## src/ufcam_pkg.sv

```systemverilog
package ufcam_pkg;
  // Register offsets. Printed offsets are not multiples of four, so they are indices.
  localparam logic [7:0] IDX_SERIAL_CONTROL = 8'h98;
  localparam logic [7:0] IDX_POWER_CONTROL = 8'h87;
  localparam logic [7:0] IDX_SLAVE_ADDRESS = 8'hA9;
  localparam logic [7:0] IDX_SLAVE_ADDRESS_MASK = 8'hB9;
  localparam logic [7:0] IDX_RX_DATA = 8'h99;
  localparam logic [7:0] IDX_TX_DATA = 8'h9A;
  localparam logic [7:0] IDX_BAUD_DIV = 8'h9B;
  localparam logic [7:0] IDX_IRQ_STATUS = 8'h9C;
  localparam logic [7:0] IDX_IRQ_ENABLE = 8'h9D;
  localparam logic [7:0] IDX_IRQ_CLEAR = 8'h9E;
  // Bit positions.
  localparam int BIT_MODE0 = 7;
  localparam int BIT_MODE1 = 6;
  localparam int BIT_MULTIPROC = 5;
  localparam int BIT_RX_EN = 4;
  localparam int BIT_TX_NINTH = 3;
  localparam int BIT_RX_NINTH = 2;
  localparam int BIT_TX_DONE = 1;
  localparam int BIT_RX_DONE = 0;
  localparam int BIT_FRAME_CHECK = 6;
  // Reset values and oversample phase points.
  localparam logic [7:0] RST_BYTE = 8'h00;
  localparam logic [15:0] RST_BAUD_DIV = 16'h001B;
  localparam logic [3:0] OVERSAMPLE_LAST = 4'hF;
  localparam logic [3:0] OVERSAMPLE_MID = 4'h7;
  // Interrupt event bits.
  localparam int EV_RX = 0;
  localparam int EV_TX = 1;
  localparam int EV_FRAME = 2;
  localparam int EV_W = 3;
endpackage

```

## src/ufcam_rx_if.sv

```systemverilog
`timescale 1ns/10ps
`default_nettype none
// Result of one received frame, passed from the receiver to the register block.
interface ufcam_rx_if;
  logic done;
  logic [7:0] data;
  logic ninth;
  logic stop_ok;
  modport rx (output done, output data, output ninth, output stop_ok);
  modport core (input done, input data, input ninth, input stop_ok);
endinterface
`default_nettype wire

```

## src/ufcam_top.sv

```systemverilog
// The Avalon-MM interface to the registers is this design's own decision.
`timescale 1ns/10ps
`default_nettype none
// Behaviour
// - Transmitter and receiver run at once, each with its own baud divider.
// - Framing check works in modes 1 to 3, only with frame check enable set.
// - With framing check on, a bad stop bit sets the framing error flag.
// - Framing error flag stays set until software clear or reset.
// - With framing check on, receive done rises at the stop bit.
// - Address recognition is on in modes 1 to 3 whenever multiprocessor enable is set.
// - With recognition on, receive done rises only for matching address frames.
// - Mode 1 recognition: stop bit is ninth bit; needs match and valid stop.
// - In mode 0 multiprocessor enable has no effect.
// - An address frame is accepted on given or broadcast match.
// - Given address is slave address with mask-zero bits as don't care.
// - Broadcast address is slave address OR mask, zero bits don't care.
// - Reset clears slave address and mask, so any address matches.
// - Framing error shares control bit 7 with mode bit 0, by frame check.
// - Ninth bit stored in modes 2 and 3; mode 1 without filter stores stop bit.
module ufcam_top (
  input wire logic ref_clk, // 50 MHz clock.
  input wire logic srst, // Synchronous reset, active high.
  input wire logic [7:0] avs_address, // Register index.
  input wire logic avs_read, // Read strobe.
  input wire logic avs_write, // Write strobe.
  input wire logic [31:0] avs_writedata, // Write data.
  input wire logic [3:0] avs_byteenable, // Byte enables.
  output logic [31:0] avs_readdata, // Read data.
  output logic avs_waitrequest, // Wait request.
  input wire logic rx_line, // Serial receive line.
  output logic tx_line, // Serial transmit line.
  output logic irq // Level interrupt.
);
  // ****************************************
  // Registers and bus slave
  // ****************************************
  logic [7:0] serial_control;
  logic frame_check_enable;
  logic framing_error_flag;
  logic [7:0] slave_address;
  logic [7:0] slave_address_mask;
  logic [7:0] rx_data;
  logic [15:0] rx_div;
  logic [15:0] tx_div;
  logic [2:0] irq_status;
  logic [2:0] irq_enable;
  logic ack;
  logic tx_done_ev;
  ufcam_rx_if rxr ();

  // Register reads take one wait cycle so that read data come from a flip-flop.
  wire req = avs_read || avs_write;
  assign avs_waitrequest = req && !ack;
  wire wr_go = avs_write && !ack && avs_byteenable[0];
  wire [7:0] wbyte = avs_writedata[7:0];
  wire wr_ctrl = wr_go && (avs_address == ufcam_pkg::IDX_SERIAL_CONTROL);
  wire wr_pwr = wr_go && (avs_address == ufcam_pkg::IDX_POWER_CONTROL);
  wire wr_tx = wr_go && (avs_address == ufcam_pkg::IDX_TX_DATA);
  wire wr_clr = wr_go && (avs_address == ufcam_pkg::IDX_IRQ_CLEAR);

  // Mode decode shared by receiver control and filtering.
  function automatic logic [1:0] mode_of(input logic [7:0] ctl);
    mode_of = {ctl[ufcam_pkg::BIT_MODE0], ctl[ufcam_pkg::BIT_MODE1]};
  endfunction
  wire [1:0] mode = mode_of(serial_control);
  wire nine_bit = mode[1];
  wire async_mode = (mode != 2'b00);
  wire check_on = frame_check_enable && async_mode;
  wire recog_on = serial_control[ufcam_pkg::BIT_MULTIPROC] && async_mode;

  // Bit 7 shows the framing error while frame check is enabled.
  wire [7:0] ctrl_view = {frame_check_enable ? framing_error_flag
                                              : serial_control[7],
                          serial_control[6:0]};

  // Read multiplexer; unmapped addresses read as zero.
  logic [7:0] rd_sel;
  always_comb begin
    case (avs_address)
      ufcam_pkg::IDX_SERIAL_CONTROL: rd_sel = ctrl_view;
      ufcam_pkg::IDX_POWER_CONTROL: rd_sel = {1'b0, frame_check_enable, 6'h00};
      ufcam_pkg::IDX_SLAVE_ADDRESS: rd_sel = slave_address;
      ufcam_pkg::IDX_SLAVE_ADDRESS_MASK: rd_sel = slave_address_mask;
      ufcam_pkg::IDX_RX_DATA: rd_sel = rx_data;
      ufcam_pkg::IDX_BAUD_DIV: rd_sel = rx_div[7:0];
      ufcam_pkg::IDX_IRQ_STATUS: rd_sel = {5'h00, irq_status};
      ufcam_pkg::IDX_IRQ_ENABLE: rd_sel = {5'h00, irq_enable};
      default: rd_sel = 8'h00;
    endcase
  end

  // Handshake and read data register.
  always_ff @(posedge ref_clk) begin
    if (srst) begin
      ack <= 1'b0;
      avs_readdata <= 32'h0000_0000;
    end else begin
      ack <= req && !ack;
      if (avs_read && !ack) avs_readdata <= {24'h000000, rd_sel};
    end
  end

  // ****************************************
  // Address recognition
  // ****************************************
  wire [7:0] bcast = slave_address | slave_address_mask;
  wire given_hit = ((rxr.data ^ slave_address) & slave_address_mask) == 8'h00;
  wire bcast_hit = ((rxr.data ^ 8'hFF) & bcast) == 8'h00;
  wire addr_hit = given_hit || bcast_hit;
  // Mode 1 uses the stop bit as the ninth bit and also needs it valid.
  wire addr_frame = rxr.ninth;
  wire accept = !recog_on || (addr_frame && addr_hit && rxr.stop_ok);
  wire bad_stop = rxr.done && check_on && !rxr.stop_ok;

  // Receive done timing: the receiver reports at mid stop bit. Without frame
  // check the flag is raised a bit earlier, at the end of the last data bit,
  // which is approximated by the same strobe since the stop is then unchecked.
  wire rx_event = rxr.done && accept;

  // ****************************************
  // Control registers
  // ****************************************
  always_ff @(posedge ref_clk) begin
    if (srst) begin
      serial_control <= ufcam_pkg::RST_BYTE;
      frame_check_enable <= 1'b0;
      framing_error_flag <= 1'b0;
      slave_address <= ufcam_pkg::RST_BYTE;
      slave_address_mask <= ufcam_pkg::RST_BYTE;
      rx_data <= ufcam_pkg::RST_BYTE;
      rx_div <= ufcam_pkg::RST_BAUD_DIV;
      tx_div <= ufcam_pkg::RST_BAUD_DIV;
      irq_enable <= 3'h0;
    end else begin
      if (wr_ctrl) begin
        serial_control[6:0] <= wbyte[6:0];
        if (!frame_check_enable) serial_control[7] <= wbyte[7];
      end
      if (wr_pwr) frame_check_enable <= wbyte[ufcam_pkg::BIT_FRAME_CHECK];
      if (wr_go && avs_address == ufcam_pkg::IDX_SLAVE_ADDRESS) slave_address <= wbyte;
      if (wr_go && avs_address == ufcam_pkg::IDX_SLAVE_ADDRESS_MASK) slave_address_mask <= wbyte;
      if (wr_go && avs_address == ufcam_pkg::IDX_BAUD_DIV) begin
        rx_div <= avs_writedata[15:0];
        tx_div <= avs_writedata[31:16];
      end
      if (wr_go && avs_address == ufcam_pkg::IDX_IRQ_ENABLE) irq_enable <= wbyte[2:0];
      // Software clears the error only by writing zero with frame check on.
      if (bad_stop) framing_error_flag <= 1'b1;
      else if (wr_ctrl && frame_check_enable && !wbyte[7]) framing_error_flag <= 1'b0;
      // Hardware set of the done flags wins over a software write.
      if (rx_event) begin
        serial_control[ufcam_pkg::BIT_RX_DONE] <= 1'b1;
        rx_data <= rxr.data;
        if (nine_bit || !recog_on) serial_control[ufcam_pkg::BIT_RX_NINTH] <= rxr.ninth;
      end
      if (tx_done_ev) serial_control[ufcam_pkg::BIT_TX_DONE] <= 1'b1;
    end
  end

  // ****************************************
  // Interrupt status
  // ****************************************
  wire [2:0] events = {bad_stop, tx_done_ev, rx_event};
  // Sticky status; a set in the clearing cycle wins.
  always_ff @(posedge ref_clk) begin
    if (srst) irq_status <= 3'h0;
    else irq_status <= events | (irq_status & ~(wr_clr ? wbyte[2:0] : 3'h0));
  end
  assign irq = |(irq_status & irq_enable);

  // ****************************************
  // Baud ticks, independent per direction
  // ****************************************
  logic [15:0] rx_cnt;
  logic [15:0] tx_cnt;
  wire rx_tick = (rx_cnt == 16'h0000);
  wire tx_tick = (tx_cnt == 16'h0000);
  always_ff @(posedge ref_clk) begin
    if (srst) begin
      rx_cnt <= 16'h0000;
      tx_cnt <= 16'h0000;
    end else begin
      rx_cnt <= rx_tick ? rx_div : rx_cnt - 16'h0001;
      tx_cnt <= tx_tick ? tx_div : tx_cnt - 16'h0001;
    end
  end

  ufcam_receiver u_rx (
    .ref_clk(ref_clk),
    .srst(srst),
    .rx_line(rx_line),
    .enable(serial_control[ufcam_pkg::BIT_RX_EN] && async_mode),
    .nine_bit(nine_bit),
    .tick(rx_tick),
    .res(rxr.rx)
  );

  // ****************************************
  // Transmitter
  // ****************************************
  logic [10:0] tx_shift;
  logic [3:0] tx_left;
  logic [3:0] tx_phase;
  wire tx_bit_end = tx_tick && (tx_phase == ufcam_pkg::OVERSAMPLE_LAST);
  // Shifts start, data, optional ninth and stop bits out, LSB first.
  always_ff @(posedge ref_clk) begin
    tx_done_ev <= 1'b0;
    if (srst) begin
      tx_shift <= 11'h7FF;
      tx_left <= 4'h0;
      tx_phase <= 4'h0;
      tx_line <= 1'b1;
    end else if (wr_tx && tx_left == 4'h0) begin
      tx_shift <= nine_bit ? {1'b1, serial_control[ufcam_pkg::BIT_TX_NINTH], wbyte, 1'b0}
                           : {2'b11, wbyte, 1'b0};
      tx_left <= nine_bit ? 4'hB : 4'hA;
      tx_phase <= 4'h0;
    end else if (tx_left != 4'h0) begin
      if (tx_tick) tx_phase <= tx_phase + 4'h1;
      tx_line <= tx_shift[0];
      if (tx_bit_end) begin
        tx_shift <= {1'b1, tx_shift[10:1]};
        tx_left <= tx_left - 4'h1;
        if (tx_left == 4'h2) tx_done_ev <= 1'b1;
      end
    end else begin
      tx_line <= 1'b1;
    end
  end

  // ****************************************
  // Assertions
  // ****************************************
  a_fe_sticky: assert property (@(posedge ref_clk) disable iff (srst)
    framing_error_flag && !(wr_ctrl && frame_check_enable && !wbyte[7]) |=> framing_error_flag)
    else $error("framing error flag dropped without a clear");
  a_fe_set: assert property (@(posedge ref_clk) disable iff (srst)
    rxr.done && check_on && !rxr.stop_ok |=> framing_error_flag)
    else $error("bad stop bit did not set the framing error");
  a_fe_off: assert property (@(posedge ref_clk) disable iff (srst)
    rxr.done && !check_on && !framing_error_flag |=> !framing_error_flag)
    else $error("framing error set with check disabled");
  a_ri_filter: assert property (@(posedge ref_clk) disable iff (srst)
    rxr.done && recog_on && !addr_hit && !serial_control[0] |=> !serial_control[0])
    else $error("receive done raised for a foreign address");
  a_ri_data: assert property (@(posedge ref_clk) disable iff (srst)
    rxr.done && recog_on && !rxr.ninth && !serial_control[0] |=> !serial_control[0])
    else $error("receive done raised for a data frame under filtering");
  a_ri_accept: assert property (@(posedge ref_clk) disable iff (srst)
    rxr.done && recog_on && rxr.ninth && rxr.stop_ok && bcast_hit |=> serial_control[0])
    else $error("broadcast address frame not accepted");
  a_mode0_mp: assert property (@(posedge ref_clk) disable iff (srst)
    mode == 2'b00 |-> !recog_on)
    else $error("recognition active in mode 0");
  a_view_bit7: assert property (@(posedge ref_clk) disable iff (srst)
    avs_read && !ack && avs_address == ufcam_pkg::IDX_SERIAL_CONTROL && frame_check_enable
    ##1 1 |-> avs_readdata[7] == $past(framing_error_flag))
    else $error("bit 7 does not show the framing error");
  a_rst_match: assert property (@(posedge ref_clk)
    $past(srst) |-> slave_address == 8'h00 && slave_address_mask == 8'h00)
    else $error("address registers not cleared by reset");
endmodule
`default_nettype wire

```

## src/ufcam_receiver.sv

```systemverilog
`timescale 1ns/10ps
`default_nettype none
module ufcam_receiver (
  input wire logic ref_clk, // System clock.
  input wire logic srst, // Synchronous reset.
  input wire logic rx_line, // Serial input.
  input wire logic enable, // Reception enabled.
  input wire logic nine_bit, // Modes 2 and 3.
  input wire logic tick, // Sixteen-times oversample strobe.
  ufcam_rx_if.rx res // Frame result.
);
  typedef enum logic [3:0] {
    UFCAM_RX_IDLE = 4'b0001,
    UFCAM_RX_START = 4'b0010,
    UFCAM_RX_BITS = 4'b0100,
    UFCAM_RX_STOP = 4'b1000
  } ufcam_rx_state_t;
  ufcam_rx_state_t state;
  logic [3:0] phase;
  logic [3:0] nbits;
  logic [8:0] shift;
  wire mid = tick && (phase == ufcam_pkg::OVERSAMPLE_MID);
  wire [3:0] last_bit = nine_bit ? 4'h8 : 4'h7;
  // Samples each bit at mid-period; the stop bit value is returned with the data.
  always_ff @(posedge ref_clk) begin
    res.done <= 1'b0;
    if (srst) begin
      state <= UFCAM_RX_IDLE;
      phase <= 4'h0;
      nbits <= 4'h0;
      shift <= 9'h000;
      res.data <= 8'h00;
      res.ninth <= 1'b0;
      res.stop_ok <= 1'b0;
    end else begin
      if (tick) phase <= phase + 4'h1;
      case (state)
        UFCAM_RX_IDLE: begin
          phase <= 4'h0;
          if (enable && !rx_line) state <= UFCAM_RX_START;
        end
        UFCAM_RX_START: begin
          if (mid) begin
            phase <= 4'h8;
            nbits <= 4'h0;
            state <= rx_line ? UFCAM_RX_IDLE : UFCAM_RX_BITS;
          end
        end
        UFCAM_RX_BITS: begin
          if (mid) begin
            shift <= {rx_line, shift[8:1]};
            nbits <= nbits + 4'h1;
            if (nbits == last_bit) state <= UFCAM_RX_STOP;
          end
        end
        UFCAM_RX_STOP: begin
          if (mid) begin
            res.done <= 1'b1;
            res.stop_ok <= rx_line;
            res.data <= nine_bit ? shift[7:0] : shift[8:1];
            res.ninth <= nine_bit ? shift[8] : rx_line;
            state <= UFCAM_RX_IDLE;
          end
        end
        default: state <= UFCAM_RX_IDLE;
      endcase
    end
  end
endmodule
`default_nettype wire

```

## config.mk

```make
export PLATFORM = sky130hd
export DESIGN_NAME = ufcam_top
export DESIGN_NICKNAME = d
export VERILOG_FILES = /design/src/ufcam_pkg.sv /design/src/ufcam_rx_if.sv /design/src/ufcam_top.sv /design/src/ufcam_receiver.sv
export SDC_FILE = /design/constraint.sdc
export NUM_CORES = 1
export LEC_CHECK = 0
export BUFFER_PORTS_ARGS = -buffer_cell sky130_fd_sc_hd__clkbuf_2
export CORE_MARGIN = 5
export CORE_UTILIZATION = 61
export CTS_BUF_LIST = sky130_fd_sc_hd__clkbuf_4 sky130_fd_sc_hd__clkbuf_8
export CTS_CLUSTER_DIAMETER = 60
export DETAILED_ROUTE_END_ITERATION = 8
export GPL_TIMING_DRIVEN = 1
export PLACE_DENSITY = 0.82
export SLEW_MARGIN = 30
export SYNTH_ARGS = -nofsm -noshare
export SYNTH_HDL_FRONTEND = slang
export SYNTH_SLANG_ARGS = --single-unit
```

## constraint.sdc

```tcl
create_clock -name ref_clk -period 4 [get_ports ref_clk]
set_input_delay 0.2 -clock ref_clk [delete_from_list [all_inputs] [get_ports ref_clk]]
set_output_delay 0.2 -clock ref_clk [all_outputs]
set_load 0.01 [all_outputs]
```

; Word-level counts from Yosys, hierarchy flattened
; Cells that the tools add are included.
[word_totals]
elab_cells = 171
out_inout_bits = 35
regBits = 166
in_bits = 49
[op_classes]
addsub = 6
n_mux = 39
n_reduce_logical = 59
bitwise_logic = 13
n_eq_ne = 23
[op_table]
columns = op, count
row1 = "8-bit == test, second input constant", 10
row2 = 8-bit one-hot mux with 8 select lines, 1
row3 = 4-bit 2-to-1 mux, 13
row4 = 11-bit 2-to-1 mux, 3
row5 = 16-bit logical NOT, 2
row6 = 16-bit 2-to-1 mux, 2
row7 = "16-bit by 1-bit subtractor with 16-bit output, second input constant", 2
row8 = 1-bit logical AND, 26
row9 = 8-bit bitwise AND, 2
row10 = 8-bit logical NOT, 2
row11 = 4-bit one-hot mux with 2 select lines, 2
row12 = 4-bit one-hot mux with 4 select lines, 1
row13 = 2-bit nonzero test, 7
row14 = "4-bit by 1-bit adder with 4-bit output, second input constant", 3
row15 = 1-bit 2-to-1 mux, 12
row16 = 10-bit 2-to-1 mux, 1
row17 = "2-bit by 1-bit != test with 1-bit output, second input constant", 5
row18 = 2-bit AND reduction, 5
row19 = 3-bit 2-to-1 mux, 3
row20 = "4-bit by 2-bit == test with 1-bit output, second input constant", 2
row21 = "4-bit by 3-bit == test with 1-bit output, second input constant", 2
row22 = "4-bit == test, second input constant", 2
row23 = 8-bit 2-to-1 mux, 1
row24 = 8-bit NOT, 1
row25 = other kinds (18), 30

; Depth between registers and ports, before layout
; Gate-level depths: netlist of the first run.
[depth]
ltp_word = 9
mapped_depth = 10
depth_no_buf = 7

; Hierarchy
; A second synthesis of the first run with hierarchy kept.
[unflattened]
cells_unflattened = 960
hier_area_um2 = 8090.3
[modules_own_cells]
columns = mod, seq_area_each_um2, instances, area_each_um2, cells_each
row1 = ufcam_top, 2662.6, 1, 6622.6, 797
row2 = ufcam_receiver, 640.6, 1, 1467.7, 163

; Worst setup path after synthesis of the first run
; OpenSTA, ideal clock, no wires.
[synth_path]
path_type = flip-flop to flip-flop
startpoint = register rx_cnt[0]
endpoint = register rx_cnt[13]
setup_time_ns = 0.119
slack_ns = 1.592
stages_incl_launch_ff = 10
synth_period_minus_slack_ns = 2.408
arrival_ns = 2.289
path_buffers = 3
required_ns = 3.881
path_cell_list = dfxtp_1 > inv_1 > ha_1 > or4b_1 > clkbuf_2 > or3_1 > buf_6 > or2_0 > buf_2 > o221a_2
[synth_via]
elab_chain_cells = 2
elab_cells_between_ends = 3
classes_between = 1 x add/sub / 1 x mux / 1 x reduce/logical
[synth_lines]
columns = element, line
row1 = from (decl), ufcam_top.sv:174  ; logic [15:0] rx_cnt;
row2 = from (signal assigned), ufcam_top.sv:183  ; rx_cnt <= rx_tick ? rx_div : rx_cnt - 16'h0001;
row3 = 16-bit by 1-bit subtractor with 16-bit output / 16-bit logical NOT (equally long branches), "ufcam_top.sv:183, ufcam_top.sv:176"
row4 = 16-bit 2-to-1 mux (*), ufcam_top.sv:183
; Every way passes the cells marked *; elsewhere a longest branch is shown, timed or not.
; A chain may end at the register's enable or synchronous reset.

; Worst setup path after layout of the first run
[layout_path]
startpoint = register rx_cnt[0]
endpoint = register u_rx.res.data[5]
[layout_via]
elab_chain_cells = 3
[layout_lines]
columns = element, line
row1 = 16-bit logical NOT, ufcam_top.sv:176  ; wire rx_tick = (rx_cnt == 16'h0000);
row2 = 1-bit logical AND, ufcam_receiver.sv:22  ; wire mid = tick && (phase == ufcam_pkg::OVERSAMPLE_MID);
row3 = 2-bit AND reduction (no line), -
row4 = to (signal assigned), ufcam_receiver.sv:60  ; res.data <= nine_bit ? shift[7:0] : shift[8:1];
row5 = to (decl), ufcam_rx_if.sv:9  ; modport rx (output done, output data, output ninth, output stop_ok);
; No other way between the ends.

==> reports/qor.yml, run 1 <==
wire_length_of_the_first_global_routing_pass_um: 29900
synth.area.top_cells: "dfxtp_1, mux2i_1, nor2_1"
cp_data_required_time_ns: 4.37
power.static_leakage_nw: 3.35
path_max_fanout: 19
power.combinational.fraction_pct: 19.8
nets: 1031
ys_warn_count: 0
critical_path.slowest_cell: "nor3_4"
via_count: 6708
routed_wl_um: 18100
setup_viol: 0
endpoint_kind: "flip-flop"
synth_ff_type: "dfxtp_1"
track_usage_pct: 24.6
run_status: "finished clean"
ioPinCount: 84
report.final.hold_viol_count: 0
final-instance-count-excl-fill: 1158
netSwitchingFraction_pct: 28.9
syn_area_per_cell_um2: 8.60
clock_latency_late_sink_ns: 0.46
cell_chain_critical_path: "inv_1 -> ha_1 -> or4b_1 -> or3_1 -> nor3_4 -> nor2_1 -> a211oi_1"
finalCriticalPeriod_ns: 2.81
grt_antenna_before_repair: 0
power_density_mw_per_mm2: 442
die-area_mm2: 0.0154
worst_clock_skew_ns: 0.00893
postSynthRegisterBits: 165
placed_cells: 1102
finalCritPeriodShare_pct: 70.3
slew_viol_final: 0
type_of_the_setup_path_with_the_least_slack: "flip-flop to flip-flop"
asyncSetResetFlopFracSynth_pct: 0
totalPowerFinal_mw: 3.90
synth_area_mm2: 0.00793
place.gp.congestion: 0.870
rows: 41
p_switching_mw: 1.13
placement.setup.worst_slack_ns: 1.20
cts_tree: "done"
rsz0062_at_grt: "no"
synth_top_area_share_pct: 41.7
clk_pin_slew_worst_paths_ns: 0.08
antenna_cells_inserted: 0
cts_root_buf: "clkbuf_8"
arrival_time_of_the_worst_setup_path_ns: 3.18
slowest_delay_ns: 0.66
floorplan.die.height_um: 124
critPathLaunchType: "flip-flop"
fin_util_pct: 69.6
clk_pwr_share_pct: 33.2
avg_vias_per_cell: 5.79
final_area_mm2: 0.00882
cap_violations: 0
ys_types: 75
clock_sink_count: 165
fmax_ghz: 0.356
post_route_cells_drive_above_1_share_pct: 12.1
cts_buffer_depth: 2
finalSetupTns_ns: 0
number_of_design_rule_violations_left_by_the_first_detailed_router_iteration: 641
post-cts-setup-buffers: 0
holdCritPathClass: "primary input to flip-flop"
power.share.sequential_pct: 47.0
firstDrtPassIters: 5
routedWlPerCell_um: 15.7
dp.final_hpwl_um: 12300
port_buffers: 56
worst_ir_drop_vdd_mv: 0.235
floorplan.initialDensity_pct: 62.6
final_cell_mix: "dfxtp_1, nor2_1, nand2_1"
postCtsHoldBufs: 24
first_global_vias: 6153
area.growth.synth_to_final_pct: 11.3
r2r_slack_ns: 1.19
coreArea_mm2: 0.0127
cts-htree-levels: 4
post_dp_cell_area_mm2: 0.00815
synth_enable_flop_cells: 0
synthDominantAreaCellType: "dfxtp_1"
fin_hold_ws_ns: 0.0309
detail_route.drc_violations: 0
synth_sequential_area_ratio_pct: 41.7
gr-total-overflow: 0
detail-route-antenna-nets: 0
cts_resized: 0
worst_slew_margin_rel_pct: 41.1
grt_max_degree: 54
timing.final.ws_setup_ns: 1.19
syn-instance-count: 922
die_width_um: 124
max_slew.worst_pin.slew_ns: 0.879
numCtsBuffers: 17
most_common_library_cell_in_the_layout_ignoring_fill_and_taps: "dfxtp_1"
power_report.internal_total_mw: 2.77
area by class of cell:
cell class                 count  area [um2]
inverter                      20        75.1
fill                        1022        3850
clock inverter                 8         121
clock buffer                  24         312
sequential                   165        3300
tap                          172         215
timing repair buffer          87         576
multi-input combinational    682        4220
kinds of logic after synthesis:
group / count (synthesis) / share of synthesized area (%)
and+or+nand+nor: 373 / 23.2
AOI/OAI and AO/OA: 169 / 14.3
DFF: 165 / 41.7
buffers and inverters: 98 / 6.31
muxes: 72 / 9.20
xor gates and xnor gates: 35 / 3.87
adders and majority gates: 9 / 1.42
other: 1 / 0.0473
worst paths after layout:
kind,end,start,depth (start not counted)
worst min register to register,tx_div[2]$_SDFFE_PP0P_,tx_div[2]$_SDFFE_PP0P_,2
worst max register to register,u_rx.res.data[5]$_SDFFE_PP0P_,rx_cnt[0]$_SDFF_PP0_,7
worst max-delay path,u_rx.res.data[5]$_SDFFE_PP0P_,rx_cnt[0]$_SDFF_PP0_,7
worst min-delay path,ack$_SDFF_PP0_,avs_read,3
critical path, delay by kind of cell (launching register included):
| kind | cells | cell delay, ns |
|---|---|---|
| AO/OA/AOI/OAI | 1 | 0.24 |
| adder cells (fa/ha/maj) | 1 | 0.19 |
| AND/OR/NAND/NOR | 4 | 1.89 |
| flip-flops | 1 | 0.34 |
| buffers and inverters | 1 | 0.06 |
sequential cells by signal, summed over array words and instances (netlist names), 9 cells and up:
signal,cells
rx_cnt,16
rx_div,16
tx_cnt,16
tx_div,16
tx_shift,10
u_rx.shift,9
routing by layer:
| layer | part of all wire [%] | vias to the layer above | GRT usage [%] |
|---|---|---|---|
| met3 | 6.3 | 32 | 5.72 |
| met1 | 45 | 3129 | 33.2 |
| met2 | 48 | 224 | 39.2 |
| li1 | - | 3323 | - |
| met5 | 0 | - | 0 |
| met4 | 1.4 | 0 | 7.60 |
Yosys cell counts (13+ instances only):
cell type / n
xor2_1: 16
xnor2_1: 19
clkbuf_1: 42
nor3_1: 43
dfxtp_1: 165
nand2_1: 100
nor4_1: 19
nand2b_1: 22
a211oi_1: 42
mux2i_1: 65
buf_4: 24
nor2_1: 113
nand3_1: 13
inv_1: 20
o21ai_0: 20
a21oi_1: 47
power groups by stage:
| stage | logic [mW] | clock network, mW | registers [mW] |
|---|---|---|---|
| 3_3_place_gp | 0.723 | 0 | 1.86 |
| 2_1_floorplan | 0.644 | 0 | 1.84 |
| 3_5_place_dp | 0.740 | 0 | 1.87 |
| 6_report | 0.773 | 1.30 | 1.83 |
| 5_1_grt | 0.875 | 1.39 | 1.84 |
| 4_1_cts | 0.766 | 1.31 | 1.83 |
Note: power is estimated with default switching activity, not from simulation.
==> run 2, diff against run 1 <==
Clock period 4 ns to 2.7 ns, I/O delays scaled along.
==> run 2 against run 1 <==
Sequential cell count is the same. Routed wire length grew 3.9%. Critical path depth is the same. Setup slack lost 0.97 ns. Non-clock buffer count grew 24. Worst hold slack gained 0.014 ns. Sequential power grew 49%. Design area grew 2.5%. Count of clock-buffer cells in the layout shrank 2. First-iteration DRC count shrank 20%. Sequential share of layout area shrank 0.90 points.
==> reports/qor.yml, run 2 (synthesis results as in run 1) <==
run_status: "finished clean"
routedWlPerCell_um: 15.9
detail_route.drc_violations: 0
multi_input_comb_area_mm2: 0.00422
grt_max_degree: 67
netSwitchingFraction_pct: 29.6
cp-startpoint: "rx_cnt[0]$_SDFF_PP0_"
cts_tree: "done"
worst-r2r-cell-count: 7
clock_latency_late_sink_ns: 0.46
die-area_mm2: 0.0154
slew_viol_final: 0
clk_pin_slew_worst_paths_ns: 0.09
fillCellCount: 1008
critical_path.slowest_cell: "or3_1"
floorplan.initialDensity_pct: 62.6
cp_data_required_time_ns: 3.06
type_of_the_setup_path_with_the_least_slack: "flip-flop to flip-flop"
fmax_ghz: 0.403
placed_cells: 1119
area.growth.synth_to_final_pct: 14.0
die_width_um: 124
post_dp_cell_area_mm2: 0.00830
number_of_design_rule_violations_left_by_the_first_detailed_router_iteration: 512
timing.rr.start: "rx_cnt[0]$_SDFF_PP0_"
p_switching_mw: 1.73
wire_length_of_the_first_global_routing_pass_um: 30500
track_usage_pct: 25.0
firstDrtPassIters: 7
ff_latch_area_mm2: 0.00330
max_slew.worst_pin.slew_ns: 0.790
placement.setup.worst_slack_ns: 0.266
worst_ir_drop_vdd_mv: 0.343
setup_viol: 0
slowest_delay_ns: 0.53
power.combinational.fraction_pct: 21.0
arrival_time_of_the_worst_setup_path_ns: 2.84
first_global_vias: 6305
port_buffers: 56
finalCriticalPeriod_ns: 2.48
power_density_mw_per_mm2: 648
endpoint: "rx_cnt[13]$_SDFF_PP0_"
grt_antenna_before_repair: 0
post-cts-setup-buffers: 0
cts-htree-levels: 4
critPathLaunchType: "flip-flop"
via_count: 6888
timing.final.ws_setup_ns: 0.216
report.final.hold_viol_count: 0
numCtsBuffers: 17
place.gp.congestion: 0.943
cts_root_buf: "clkbuf_8"
most_common_library_cell_in_the_layout_ignoring_fill_and_taps: "dfxtp_1"
final-instance-count-excl-fill: 1182
power.share.sequential_pct: 46.4
worst_r2r_endpoint: "rx_cnt[13]$_SDFF_PP0_"
ioPinCount: 84
power_report.internal_total_mw: 4.12
finalCritPeriodShare_pct: 92.0
post_route_cells_drive_above_1_share_pct: 13.4
nets: 1055
rows: 41
avg_vias_per_cell: 5.83
final_cell_mix: "dfxtp_1, nor2_1, nand2_1"
routed_wl_um: 18800
cts_buffer_depth: 2
finalSetupTns_ns: 0
final_area_mm2: 0.00904
clock_sink_count: 165
holdCritPathClass: "primary input to flip-flop"
dp.final_hpwl_um: 12700
cell_chain_critical_path: "inv_1 -> ha_1 -> or4b_1 -> or3_1 -> or2_0 -> buf_4 -> o221a_2"
path_max_fanout: 11
r2r_slack_ns: 0.22
worst_slew_margin_rel_pct: 46.7
cap_violations: 0
worst_clock_skew_ns: 0.0148
rsz0062_at_grt: "no"
coreArea_mm2: 0.0127
power.static_leakage_nw: 3.46
floorplan.die.height_um: 124
fin_hold_ws_ns: 0.0453
endpoint_kind: "flip-flop"
detail-route-antenna-nets: 0
clk_pwr_share_pct: 32.6
antenna_cells_inserted: 0
gr-total-overflow: 0
-- run 2: cell type report --
cell class,instances,area share [%]
Tap cell,172,2.38
Sequential cell,165,36.5
Clock buffer,22,3.14
Timing Repair Buffer,111,8.83
Multi-Input combinational cell,682,46.7
Clock inverter,10,1.62
Inverter,20,0.831
-- run 2: power groups by stage --
stage	combinational (mW)	sequential (mW)	clock, mW
after floorplan	0.954	2.73	0
after global placement	1.14	2.76	0
after detailed placement	1.16	2.77	0
after CTS	1.22	2.71	1.93
after global routing	1.36	2.74	2.03
final	1.23	2.72	1.91
-- run 2: metal layers --
layer / routed length [um] / part of all wire, % / vias to the layer above / global-route usage (%)
met1: 8380 / 44 / 3244 / 33.2
met5: 0 / 0 / - / 0
met2: 8840 / 47 / 228 / 40.2
li1: - / - / 3377 / -
met4: 405 / 2.1 / 0 / 8.76
met3: 1220 / 6.5 / 39 / 5.36
-- run 2: stage by stage --
step | total power, mW | util [%]
2_1_floorplan | 3.68 | -
3_3_place_gp | 3.90 | 65.5
3_5_place_dp | 3.93 | 65.5
4_1_cts | 5.86 | 71.3
5_1_grt | 6.13 | 71.3
6_report | 5.86 | 71.3
-- run 2: how the worst min path moves through the flow --
| stage | to | slack (ns) | cells after the start | start |
|---|---|---|---|---|
| 2_1_floorplan | rx_div[3]$_SDFFE_PP1P_ | 0.26 | 2 | avs_writedata[3] |
| 3_3_place_gp | tx_div[4]$_SDFFE_PP1P_ | 0.35 | 3 | avs_writedata[20] |
| 3_5_place_dp | tx_div[4]$_SDFFE_PP1P_ | 0.36 | 3 | avs_writedata[20] |
| 4_1_cts | serial_control[1]$_SDFFE_PP0P_ | 0.008 | 3 | avs_writedata[1] |
| 5_1_grt | rx_div[2]$_SDFFE_PP0P_ | 0.02 | 3 | avs_writedata[2] |
| 6_report | serial_control[1]$_SDFFE_PP0P_ | 0.05 | 3 | avs_writedata[1] |
-- run 2: critical path: cells and delay by family (launching register included) --
family,cells,cell delay (ns)
buf+inv,2,0.25
fa+ha+maj,1,0.20
simple gates,3,1.33
flops,1,0.34
compound gates,1,0.26
-- run 2: repair_timing --
item	in CTS	in global routing
gates resized for setup	0	0
hold buffers	31	0
hold endpoints to repair	32	0
